$ cat src/rcps_map.svh
/*
  offsets-free constant map for the reset and clock pin select block:
  port modes, reset values and counts.
  assumes inclusion by bare name from the package and design files.
*/
`ifndef RCPS_MAP_SVH
`define RCPS_MAP_SVH

// ----------------------------------------
// port output modes (two bits per pin)
// ----------------------------------------
`define RCPS_MODE_QUASI     2'h0
`define RCPS_MODE_PUSHPULL  2'h1
`define RCPS_MODE_INPUT     2'h2
`define RCPS_MODE_OPENDRAIN 2'h3

// ----------------------------------------
// field positions, reset values and counts
// ----------------------------------------
`define RCPS_PIN0           0
`define RCPS_PIN1           1
`define RCPS_MODE_RST       4'hA
`define RCPS_RESET_VECTOR   16'h0000
`define RCPS_CLKDIV         2
`define RCPS_ISP_EDGES      3'h3
`define RCPS_ISP_CNT_MAX    3'h7

`endif

$ cat src/rcps_pkg.sv
/*
  types for the reset and clock pin select block.
  assumes rcps_map.svh is on the include path.
*/
package rcps_pkg;
  `include "rcps_map.svh"

  // cpu clock source as chosen by the nonvolatile configuration
  typedef enum logic [1:0] {
    RCPS_SRC_RC     = 2'h0,
    RCPS_SRC_WDOG   = 2'h1,
    RCPS_SRC_EXTCLK = 2'h2,
    RCPS_SRC_XTAL   = 2'h3
  } rcps_clk_src_t;

  typedef logic [1:0] rcps_mode_t;
endpackage

$ cat src/rcps_pin_if.sv
/*
  carrier between the top and the reset pin conditioner.
  assumes one clock domain, the cpu clock.
*/
`timescale 1ns/1ns
interface rcps_pin_if;
  logic pin_level;   // filtered level of the shared reset pin
  logic por_active;  // power-on sequence in progress
  logic isp_req;     // programming entry caught at power-on

  modport cond (output pin_level, output isp_req, input por_active);
  modport top  (input pin_level, input isp_req, output por_active);
endinterface

$ cat src/rcps_rst_cond.sv
/*
  reset pin conditioner: three-stage synchroniser with agreement filter,
  and the power-on programming entry detector.
  assumes the raw pin is asynchronous to CLK.
*/
`timescale 1ns/1ns
`include "rcps_map.svh"
module rcps_rst_cond
  import rcps_pkg::*;
(
  input  wire logic  CLK,
  input  wire logic  RST_B,
  input  wire logic  CE,
  input  wire logic  PIN_RAW,
  rcps_pin_if.cond   pif
);
  import rcps_pkg::*;

  logic [2:0] sync_ff;
  logic [2:0] nxt_sync;
  logic       level_ff;
  logic       nxt_level;
  logic [2:0] edge_cnt_ff;
  logic [2:0] nxt_edge_cnt;
  logic       por_d_ff;
  logic       nxt_por_d;
  logic       isp_ff;
  logic       nxt_isp;

  // ----------------------------------------
  // synchroniser and filter
  // ----------------------------------------
  // change taken only once stages two and three agree
  always_comb begin
    nxt_sync  = {sync_ff[1:0], PIN_RAW};
    nxt_level = (sync_ff[1] == sync_ff[2]) ? sync_ff[2] : level_ff;
  end

  always_ff @(posedge CLK or negedge RST_B) begin
    if (!RST_B) begin
      sync_ff  <= 3'h7;
      level_ff <= 1'b1;
    end else if (CE) begin
      sync_ff  <= nxt_sync;
      level_ff <= nxt_level;
    end
  end

  // ----------------------------------------
  // programming entry
  // ----------------------------------------
  // count low pulses on the pin while power-on runs, decide at its end
  always_comb begin
    nxt_edge_cnt = edge_cnt_ff;
    nxt_isp      = isp_ff;
    nxt_por_d    = pif.por_active;
    if (pif.por_active && level_ff && !nxt_level &&
        edge_cnt_ff != `RCPS_ISP_CNT_MAX) begin
      nxt_edge_cnt = edge_cnt_ff + 3'h1;
    end
    if (por_d_ff && !pif.por_active) begin
      nxt_isp      = (edge_cnt_ff >= `RCPS_ISP_EDGES);
      nxt_edge_cnt = 3'h0;
    end
  end

  always_ff @(posedge CLK or negedge RST_B) begin
    if (!RST_B) begin
      edge_cnt_ff <= 3'h0;
      por_d_ff    <= 1'b0;
      isp_ff      <= 1'b0;
    end else if (CE) begin
      edge_cnt_ff <= nxt_edge_cnt;
      por_d_ff    <= nxt_por_d;
      isp_ff      <= nxt_isp;
    end
  end

  assign pif.pin_level = level_ff;
  assign pif.isp_req   = isp_ff;
endmodule

$ cat src/rcps_top.sv
/*
  reset and clock pin select: shared reset/input pin, and the two port 3
  pins that double as oscillator pins or divided clock output.
  assumes CLK is the cpu clock, RST_B the system reset, and the
  configuration inputs are stable levels from the configuration logic.
*/
// Function
// - low on reset-function pin resets ports, peripherals; fetch restarts at zero.
// - shared pin is input only; reset at power-on or when configuration selects.
// - three or more pin pulses during power-on force programming mode entry at its end.
// - during reset port 3 latches are input only, pull-ups off.
// - each port 3 pin has its own output mode, behaviour follows it.
// - clock-out enable puts cpu clock divided by two on port 3 bit 0.
// - clock-out only for rc, watchdog or external clock, not crystal timer use.
// - crystal option makes port 3 bit 0 the amplifier output.
// - port 3 bit 1 is oscillator input unless rc/watchdog and no crystal timer.
`timescale 1ns/1ns
`include "rcps_map.svh"
module rcps_top
  import rcps_pkg::*;
(
  input  wire logic          CLK,
  input  wire logic          RST_B,
  input  wire logic          CE,
  input  wire logic          POR_ACTIVE,
  input  wire logic          RESET_PIN_RAW,
  input  wire logic          USER_CONFIG_RESET_EN,
  input  wire rcps_clk_src_t CLK_SRC,
  input  wire logic          TIMER_USES_XTAL,
  input  wire logic          CLOCK_OUT_ENABLE,
  input  wire logic [3:0]    PORT3_MODE,
  input  wire logic [1:0]    PORT3_LATCH,
  input  wire logic [1:0]    PORT3_PIN_IN,
  output logic      [1:0]    PORT3_PIN_OUT,
  output logic      [1:0]    PORT3_PIN_OE_B,
  output logic      [1:0]    PORT3_PULLUP_EN,
  output logic      [1:0]    PORT3_READ,
  output logic               PORT1_BIT5_INPUT,
  output logic               PIN_RESET_B,
  output logic               ISP_ENTRY,
  output logic      [15:0]   RESTART_ADDR,
  output logic               OSC_AMP_ENABLE,
  output logic               OSC_INPUT_SELECT
);
  import rcps_pkg::*;

  rcps_pin_if pif ();

  logic        pin_rst_ff;
  logic        nxt_pin_rst;
  logic [3:0]  mode_ff;
  logic [3:0]  nxt_mode;
  logic        div_ff;
  logic        nxt_div;
  logic [1:0]  out_ff;
  logic [1:0]  nxt_out;
  logic [1:0]  oe_b_ff;
  logic [1:0]  nxt_oe_b;
  logic [1:0]  pu_ff;
  logic [1:0]  nxt_pu;
  logic [1:0]  rd_ff;
  logic [1:0]  nxt_rd;
  logic [2:0]  s3_0_ff;
  logic [2:0]  s3_1_ff;
  logic [2:0]  nxt_s3_0;
  logic [2:0]  nxt_s3_1;
  logic        divided_clock_output_ok;
  logic        divided_clock_output_on;
  logic        p30_osc;
  logic        p31_osc;

  // ----------------------------------------
  // shared helpers
  // ----------------------------------------
  // filtered level: stage three is taken once stages two and three agree,
  // so a single-cycle glitch on a pin never reaches the core
  function automatic logic sync_pick(input logic [2:0] stages, input logic held);
    logic pick;
    pick = held;
    if (stages[1] == stages[2]) begin
      pick = stages[2];
    end
    return pick;
  endfunction

  // ----------------------------------------
  // reset pin conditioning
  // ----------------------------------------
  assign pif.por_active = POR_ACTIVE;

  rcps_rst_cond u_cond (
    .CLK     (CLK),
    .RST_B   (RST_B),
    .CE      (CE),
    .PIN_RAW (RESET_PIN_RAW),
    .pif     (pif)
  );

  // pin resets only while power-on runs or the configuration selects it
  always_comb begin
    nxt_pin_rst = !pif.pin_level && (POR_ACTIVE || USER_CONFIG_RESET_EN);
  end

  always_ff @(posedge CLK or negedge RST_B) begin
    if (!RST_B) begin
      pin_rst_ff <= 1'b0;
    end else if (CE) begin
      pin_rst_ff <= nxt_pin_rst;
    end
  end

  assign PIN_RESET_B      = !pin_rst_ff;
  assign RESTART_ADDR     = `RCPS_RESET_VECTOR;
  assign ISP_ENTRY        = pif.isp_req;
  assign PORT1_BIT5_INPUT = pif.pin_level;

  // ----------------------------------------
  // pin function selection
  // ----------------------------------------
  // clock-out needs a non-crystal source and crystal pins free of timer use
  always_comb begin
    divided_clock_output_ok = (CLK_SRC != RCPS_SRC_XTAL) && !TIMER_USES_XTAL;
    // clock-out held off during pin reset so the port stays input only
    divided_clock_output_on = CLOCK_OUT_ENABLE && divided_clock_output_ok && !pin_rst_ff;
    p30_osc   = (CLK_SRC == RCPS_SRC_XTAL) || TIMER_USES_XTAL;
    p31_osc   = !(((CLK_SRC == RCPS_SRC_RC) || (CLK_SRC == RCPS_SRC_WDOG)) &&
                  !TIMER_USES_XTAL);
  end

  assign OSC_AMP_ENABLE   = p30_osc;
  assign OSC_INPUT_SELECT = p31_osc;

  // ----------------------------------------
  // mode latches and clock divider
  // ----------------------------------------
  // modes forced to input only while any reset is active
  always_comb begin
    nxt_mode = pin_rst_ff ? `RCPS_MODE_RST : PORT3_MODE;
    nxt_div  = divided_clock_output_on ? !div_ff : 1'b0;
  end

  always_ff @(posedge CLK or negedge RST_B) begin
    if (!RST_B) begin
      mode_ff <= `RCPS_MODE_RST;
      div_ff  <= 1'b0;
    end else if (CE) begin
      mode_ff <= nxt_mode;
      div_ff  <= nxt_div;
    end
  end

  // ----------------------------------------
  // pin drivers
  // ----------------------------------------
  // one pin's drive, pull-up and output value from its own mode
  // quasi mode: latch low drives low, latch high releases onto the pull-up
  function automatic logic [2:0] pin_drive(input rcps_mode_t mode, input logic latch);
    logic [2:0] r;  // {oe_b, pullup, out}
    r = {1'b1, 1'b0, 1'b1};
    case (mode)
      `RCPS_MODE_QUASI:     r = {latch, latch, 1'b0};
      `RCPS_MODE_PUSHPULL:  r = {1'b0, 1'b0, latch};
      `RCPS_MODE_INPUT:     r = {1'b1, 1'b0, 1'b1};
      `RCPS_MODE_OPENDRAIN: r = {latch, 1'b0, 1'b0};
      default:              r = {1'b1, 1'b0, 1'b1};
    endcase
    return r;
  endfunction

  always_comb begin
    logic [2:0] d0;
    logic [2:0] d1;
    d0 = pin_drive(mode_ff[1:0], PORT3_LATCH[`RCPS_PIN0]);
    d1 = pin_drive(mode_ff[3:2], PORT3_LATCH[`RCPS_PIN1]);
    if (divided_clock_output_on) begin
      d0 = {1'b0, 1'b0, nxt_div};
    end else if (p30_osc) begin
      d0 = {1'b1, 1'b0, 1'b1};
    end
    if (p31_osc) begin
      d1 = {1'b1, 1'b0, 1'b1};
    end
    nxt_oe_b = {d1[2], d0[2]};
    nxt_pu   = {d1[1], d0[1]};
    nxt_out  = {d1[0], d0[0]};
    nxt_rd   = {sync_pick(s3_1_ff, rd_ff[1]),
                sync_pick(s3_0_ff, rd_ff[0])};
  end

  // ----------------------------------------
  // port 3 input synchronisers
  // ----------------------------------------
  // pin levels are asynchronous to CLK, three stages before use
  always_comb begin
    nxt_s3_0 = {s3_0_ff[1:0], PORT3_PIN_IN[`RCPS_PIN0]};
    nxt_s3_1 = {s3_1_ff[1:0], PORT3_PIN_IN[`RCPS_PIN1]};
  end

  // pins released and pull-ups off during reset
  always_ff @(posedge CLK or negedge RST_B) begin
    if (!RST_B) begin
      out_ff  <= 2'h3;
      oe_b_ff <= 2'h3;
      pu_ff   <= 2'h0;
      rd_ff   <= 2'h3;
      s3_0_ff <= 3'h7;
      s3_1_ff <= 3'h7;
    end else if (CE) begin
      out_ff  <= nxt_out;
      oe_b_ff <= nxt_oe_b;
      pu_ff   <= nxt_pu;
      rd_ff   <= nxt_rd;
      s3_0_ff <= nxt_s3_0;
      s3_1_ff <= nxt_s3_1;
    end
  end

  assign PORT3_PIN_OUT   = out_ff;
  assign PORT3_PIN_OE_B  = oe_b_ff;
  assign PORT3_PULLUP_EN = pu_ff;
  assign PORT3_READ      = rd_ff;
endmodule

$ cat config.mk
export PLATFORM = sky130hd
export DESIGN_NAME = rcps_top
export DESIGN_NICKNAME = d
export VERILOG_FILES = /design/src/rcps_pkg.sv /design/src/rcps_pin_if.sv /design/src/rcps_rst_cond.sv /design/src/rcps_top.sv
export VERILOG_INCLUDE_DIRS = /design/src
export SDC_FILE = /design/constraint.sdc
export NUM_CORES = 1
export LEC_CHECK = 0
export ABC_AREA = 1
export BUFFER_PORTS_ARGS = -buffer_cell sky130_fd_sc_hd__buf_4
export CAP_MARGIN = 20
export CORE_ASPECT_RATIO = 1.2
export CORE_MARGIN = 3
export CORE_UTILIZATION = 41
export CTS_CLUSTER_SIZE = 28
export DETAILED_ROUTE_END_ITERATION = 8
export PLACE_DENSITY = 0.75
export SKIP_CTS_REPAIR_TIMING = 1
export SLEW_MARGIN = 15
export SYNTH_ARGS = -nofsm -noshare
export SYNTH_HDL_FRONTEND = slang
export SYNTH_SLANG_ARGS = --single-unit
$ cat constraint.sdc
create_clock -name CLK -period 4.1 [get_ports CLK]
set_clock_uncertainty 0.1 [all_clocks]
set_input_delay 0.205 -clock CLK [delete_from_list [all_inputs] [get_ports CLK]]
set_output_delay 0.205 -clock CLK [all_outputs]
set_load 0.005 [all_outputs]
# ---- Yosys cells after proc, flatten, opt, wreduce, memory -nomap -nowiden
# Index checks and enable logic that the tools add are counted.
dict set report classes {
  n_addsub 1
  magnitude_cmp 1
  n_eq_ne 13
  muxes 10
  n_reduce_logical 27
}
# cell count
set ops {}
lappend ops {{$pmux W3 S4} 2}
lappend ops {{$mux W3} 5}
lappend ops {{$eq A2 B2 Y1 const B} 5}
lappend ops {{$logic_and A1 B1 Y1} 9}
lappend ops {{$reduce_and A2 Y1} 4}
lappend ops {{$logic_not A1 Y1} 7}
lappend ops {{$eq A2 B1 Y1 const B} 3}
lappend ops {{$logic_not A2 Y1} 3}
lappend ops {{$mux W4} 1}
lappend ops {{$add A3 B1 Y3 const B} 1}
lappend ops {{$eq A1 B1 Y1} 3}
lappend ops {{$ge A3 B2 Y1 const B} 1}
lappend ops {{$logic_or A1 B1 Y1} 3}
lappend ops {{$ne A3 B3 Y1 const B} 1}
lappend ops {{$mux W1} 2}
lappend ops {{$ne A2 B2 Y1 const B} 1}
lappend ops {{$reduce_bool A2 Y1} 1}
dict set report word_totals {
  register_bits 29
  in_bits 18
  out_inout_bits 29
  elab_cells 67
}

# ---- Depth between registers and ports, before layout
dict set report depth {
  depth_word 7
  mapped_depth 7
  depth_no_buf 6
}

# ---- Modules after synthesis
# A second synthesis with hierarchy kept.
dict set report unflattened {
  cells_unflattened 180
  hier_area_um2 1487.7
}
# module instances cells_per_inst area_per_inst_um2 seq_area_each_um2
set by_module_without_submodules {}
lappend by_module_without_submodules {rcps_top 1 128 1046.0 518.0}
lappend by_module_without_submodules {rcps_rst_cond 1 52 441.7 230.2}

# ---- Worst setup path before layout
# No wires, ideal clock.
dict set report synth_timing {
  kind {register -> register}
  startpoint {register u_cond.edge_cnt_ff[0]}
  endpoint {register u_cond.edge_cnt_ff[0]}
  setup_time_ns 0.118
  arrival_time_ns 1.153
  required_ns 3.882
  slack_ns 2.729
  stages_incl_launch_ff 7
  n_path_buf 0
  synth_period_minus_slack_ns 1.371
  cell_sequence {dfrtp_1 ha_1 ha_1 nor2_4 nand3_1 nand3_1 nand2_1}
}
dict set report synth_via {
  elab_chain_cells 4
}
# item line_no
set synth_lines {}
lappend synth_lines {{start, declared} rcps_rst_cond.sv:23} ;# logic [2:0] edge_cnt_ff;
lappend synth_lines {{start signal, assigned} rcps_rst_cond.sv:73} ;# edge_cnt_ff <= nxt_edge_cnt;
lappend synth_lines {{parallel branches: the longest is 4 deep, another holds $add A3 B1 Y3} -}
# Several ways; the timed one is not identified. The select of a mux whose other input is x is not followed.
# A chain may end at the register's enable or synchronous reset.

# ---- Final worst setup path
dict set report layout_timing {
  startpoint {register u_cond.edge_cnt_ff[0]}
  endpoint {register u_cond.edge_cnt_ff[1]}
}
# The elaborated chain is that of the path after synthesis.

==> impl_metrics.env <==
export IMPL_status="complete, no violations"
export IMPL_clock_sinks=29
export IMPL_reg2regPathDepth=6
export IMPL_area_delta_synth_final_pct=17.3
export IMPL_combPwrFrac=0.189
export IMPL_seq_area_frac_synth=0.496
export IMPL_power_internal_uw=527
export IMPL_cpLargestDelayFamily="adder cells"
export IMPL_grt_pass1_vias=1162
export IMPL_cts_buffer_depth=2
export IMPL_seqPwrFrac=0.509
export IMPL_crit_chain="ha_1, ha_1, nor2_4, nand3_1, nand3_1, nand2_1"
export IMPL_ioPinCount=47
export IMPL_clk_pin_slew_ps=60
export IMPL_slowest_delay_ps=400
export IMPL_setup_slack_ps=2610
export IMPL_syn_area_per_cell_um2=8.77
export IMPL_yosysTopAreaCell="dfstp_2"
export IMPL_peakVddDrop_mv=0.218
export IMPL_critPathRequiredTime_ps=4170
export IMPL_p_sw_frac=0.279
export IMPL_routed_via_count=1140
export IMPL_dr_first_iter_drc_count=53
export IMPL_async_flop_share=1.00
export IMPL_synth_top_cell_area_share=0.314
export IMPL_critPathMaxFanout=4
export IMPL_arrival_ps=1560
export IMPL_antenna_found_initial=0
export IMPL_numCtsBuffers=5
export IMPL_ys_seq_elements=29
export IMPL_coreArea_um2=3420
export IMPL_synth_edff_count=0
export IMPL_ant_nets=0
export IMPL_crit_type="register to register"
export IMPL_max_freq_mhz=671
export IMPL_post_synth_inst_count=172
export IMPL_ys_top_cells_by_area="dfstp_2 31%, dfrtp_1 18%, buf_4 9.0%"
export IMPL_timing_rr_start="u_cond.edge_cnt_ff[0]"
export IMPL_cp_depth=6
export IMPL_totalWireLength_um=2820
export IMPL_rsz0062_at_grt="no"
export IMPL_h_tree_depth=2
export IMPL_syn_area_um2=1510
export IMPL_post_place_ws_ps=2610
export IMPL_drc=0
export IMPL_cpMaxStageDelayCell="dfrtp_1"
export IMPL_hpwl_um=2000
export IMPL_drive_above_1_share=0.291
export IMPL_fin_crit_ps=1490
export IMPL_fp_dieH_um=72.4
export IMPL_rows=23
export IMPL_final_instance_count_excl_fill=243
export IMPL_hold_path_class="primary input to register"
export IMPL_grt_pass1_wl_um=4890
export IMPL_die_area_um2=4440
export IMPL_design_area_um2=1770
export IMPL_synth_ff_type="dfstp_2"
export IMPL_crit_path_end_kind="register"
export IMPL_crit_end="u_cond.edge_cnt_ff[1]"
export IMPL_pwr_share_clk=0.302
export IMPL_drt_first_pass_iters=4
export IMPL_numPlacedInstances=234
export IMPL_clk_latency_ps=280
export IMPL_num_nets_final=226
export IMPL_wire_per_inst_um=11.6
export IMPL_post_drt_via_cell_ratio=4.69
export IMPL_drv_cap=0
export IMPL_fp_dieW_um=61.4
export IMPL_r2r_end="u_cond.edge_cnt_ff[1]"
export IMPL_dpl_cell_area_um2=1680
export IMPL_finalSetupTns_ps=0
export IMPL_cts_tree="built"
export IMPL_synthTopCellsByCount="36 x nand2_1, 19 x inv_1, 18 x buf_4, 18 x dfstp_2, 16 x o21ai_0"
export IMPL_synth_cell_type_count=23
export IMPL_diodes=0
export IMPL_root_buffer="clkbuf_8"
export IMPL_power_density_nw_per_um2=413
export IMPL_final_core_util=0.516
export IMPL_grt_total_usage=0.148
export IMPL_grt_ovfl_total=0
export IMPL_portBuffers=30
export IMPL_power_leakage_nw=0.889
export IMPL_yosysMostFrequentCell="nand2_1"
export IMPL_finalHoldViolations=0
export IMPL_place_gp_congestion=0.723
export IMPL_grt_max_degree=30
export IMPL_ff2ff_setup_slack_ps=2610
export IMPL_crit_start="u_cond.edge_cnt_ff[0]"
export IMPL_period_share=0.364
export IMPL_critPathLaunchType="register"
export IMPL_report_final_slew_viol_count=0
export IMPL_start_util=0.440
export IMPL_path_buf_inv=0
export IMPL_synth_warnings=0
export IMPL_p_sw_uw=204
export IMPL_setup_viol=0
[worst min-delay path by stage]
stage                          to     startpoint  depth (start not counted)  slack, ps
3_5_place_dp           mode_ff[2]          RST_B                          1         50
6_report               mode_ff[2]  PORT3_MODE[2]                          3         30
2_1_floorplan  PORT3_PULLUP_EN[0]          RST_B                          0       -190
4_1_cts                mode_ff[2]          RST_B                          1       -250
3_3_place_gp           mode_ff[2]          RST_B                          1         50
5_1_grt                mode_ff[2]  PORT3_MODE[2]                          3         30
[worst register-to-register path, cell delays in order (launching register included)]
cell and delay (ps):
dfrtp_1 400, ha_1 230, ha_1 220, nor2_4 150, nand3_1 130, nand3_1 100, nand2_1 50
[stage by stage]
stage	total power, mW	hold slack [ps]
final	0.731	34.4
after global routing	0.785	30.0
after CTS	0.743	-250
after detailed placement	0.516	53.7
after global placement	0.510	47.8
after floorplan	0.465	-191
[layer usage]
metal,GRT usage,vias to the layer above,part of all wire
met5,0,-,0
met4,0.0755,0,0.022
met3,0.0552,7,0.062
met2,0.238,30,0.50
met1,0.169,522,0.41
li1,-,581,-
[state kept, by name, indices dropped and copies added (netlist names), 2 cells and up]
register            cells
u_cond.sync_ff          3
u_cond.edge_cnt_ff      3
PORT3_PIN_OUT           2
s3_0_ff                 3
PORT3_READ              2
s3_1_ff                 3
PORT3_PIN_OE_B          2
PORT3_PULLUP_EN         2
mode_ff                 4
[power groups by stage]
| stage | Sequential, mW | Combinational [mW] | Clock [mW] |
|---|---|---|---|
| after floorplan | 0.373 | 0.0927 | 0 |
| after global placement | 0.374 | 0.136 | 0 |
| after detailed placement | 0.377 | 0.140 | 0 |
| after CTS | 0.372 | 0.140 | 0.231 |
| after global routing | 0.380 | 0.162 | 0.244 |
| final | 0.372 | 0.138 | 0.221 |
[cells in the final DEF, fill, tap and decap left out]
master | netlist | final
nand2_1 | 36 | 36
buf_4 | 18 | 30
inv_1 | 19 | 19
dfstp_2 | 18 | 18
o21ai_0 | 16 | 16
conb_1 | 1 | 16
nor2_1 | 13 | 13
nand3_1 | 13 | 13
dfrtp_1 | 11 | 11
a21oi_1 | 5 | 5
clkbuf_8 | 0 | 5
nand2_2 | 3 | 3
o211ai_1 | 3 | 3
ha_1 | 3 | 3
clkbuf_1 | 0 | 3
nand3b_1 | 2 | 2
nand4_1 | 2 | 2
nor2_4 | 1 | 1
a21oi_2 | 1 | 1
inv_6 | 1 | 1
nor2_8 | 1 | 1
o22ai_1 | 1 | 1
a31oi_1 | 1 | 1
o21ai_1 | 1 | 1
dlygate4sd3_1 | 0 | 1
[logic make-up after synthesis]
| group | Yosys count | share of synthesized area |
|---|---|---|
| buffers and inverters | 40 | 0.158 |
| AND/OR/NAND/NOR | 71 | 0.217 |
| other | 1 | 0.00249 |
| flip-flops | 29 | 0.496 |
| AO/OA/AOI/OAI | 28 | 0.102 |
| adder cells (fa/ha/maj) | 3 | 0.0249 |
[area by class of cell]
class,count,area (µm²)
fillers,328,1660
multi-input cells,118,578
inverters,20,80.1
flip-flops and latches,29,748
well taps,37,46.3
repair buffers,31,235
clock buffers,8,80.1
No activity file was read; power rests on OpenSTA's default activity.
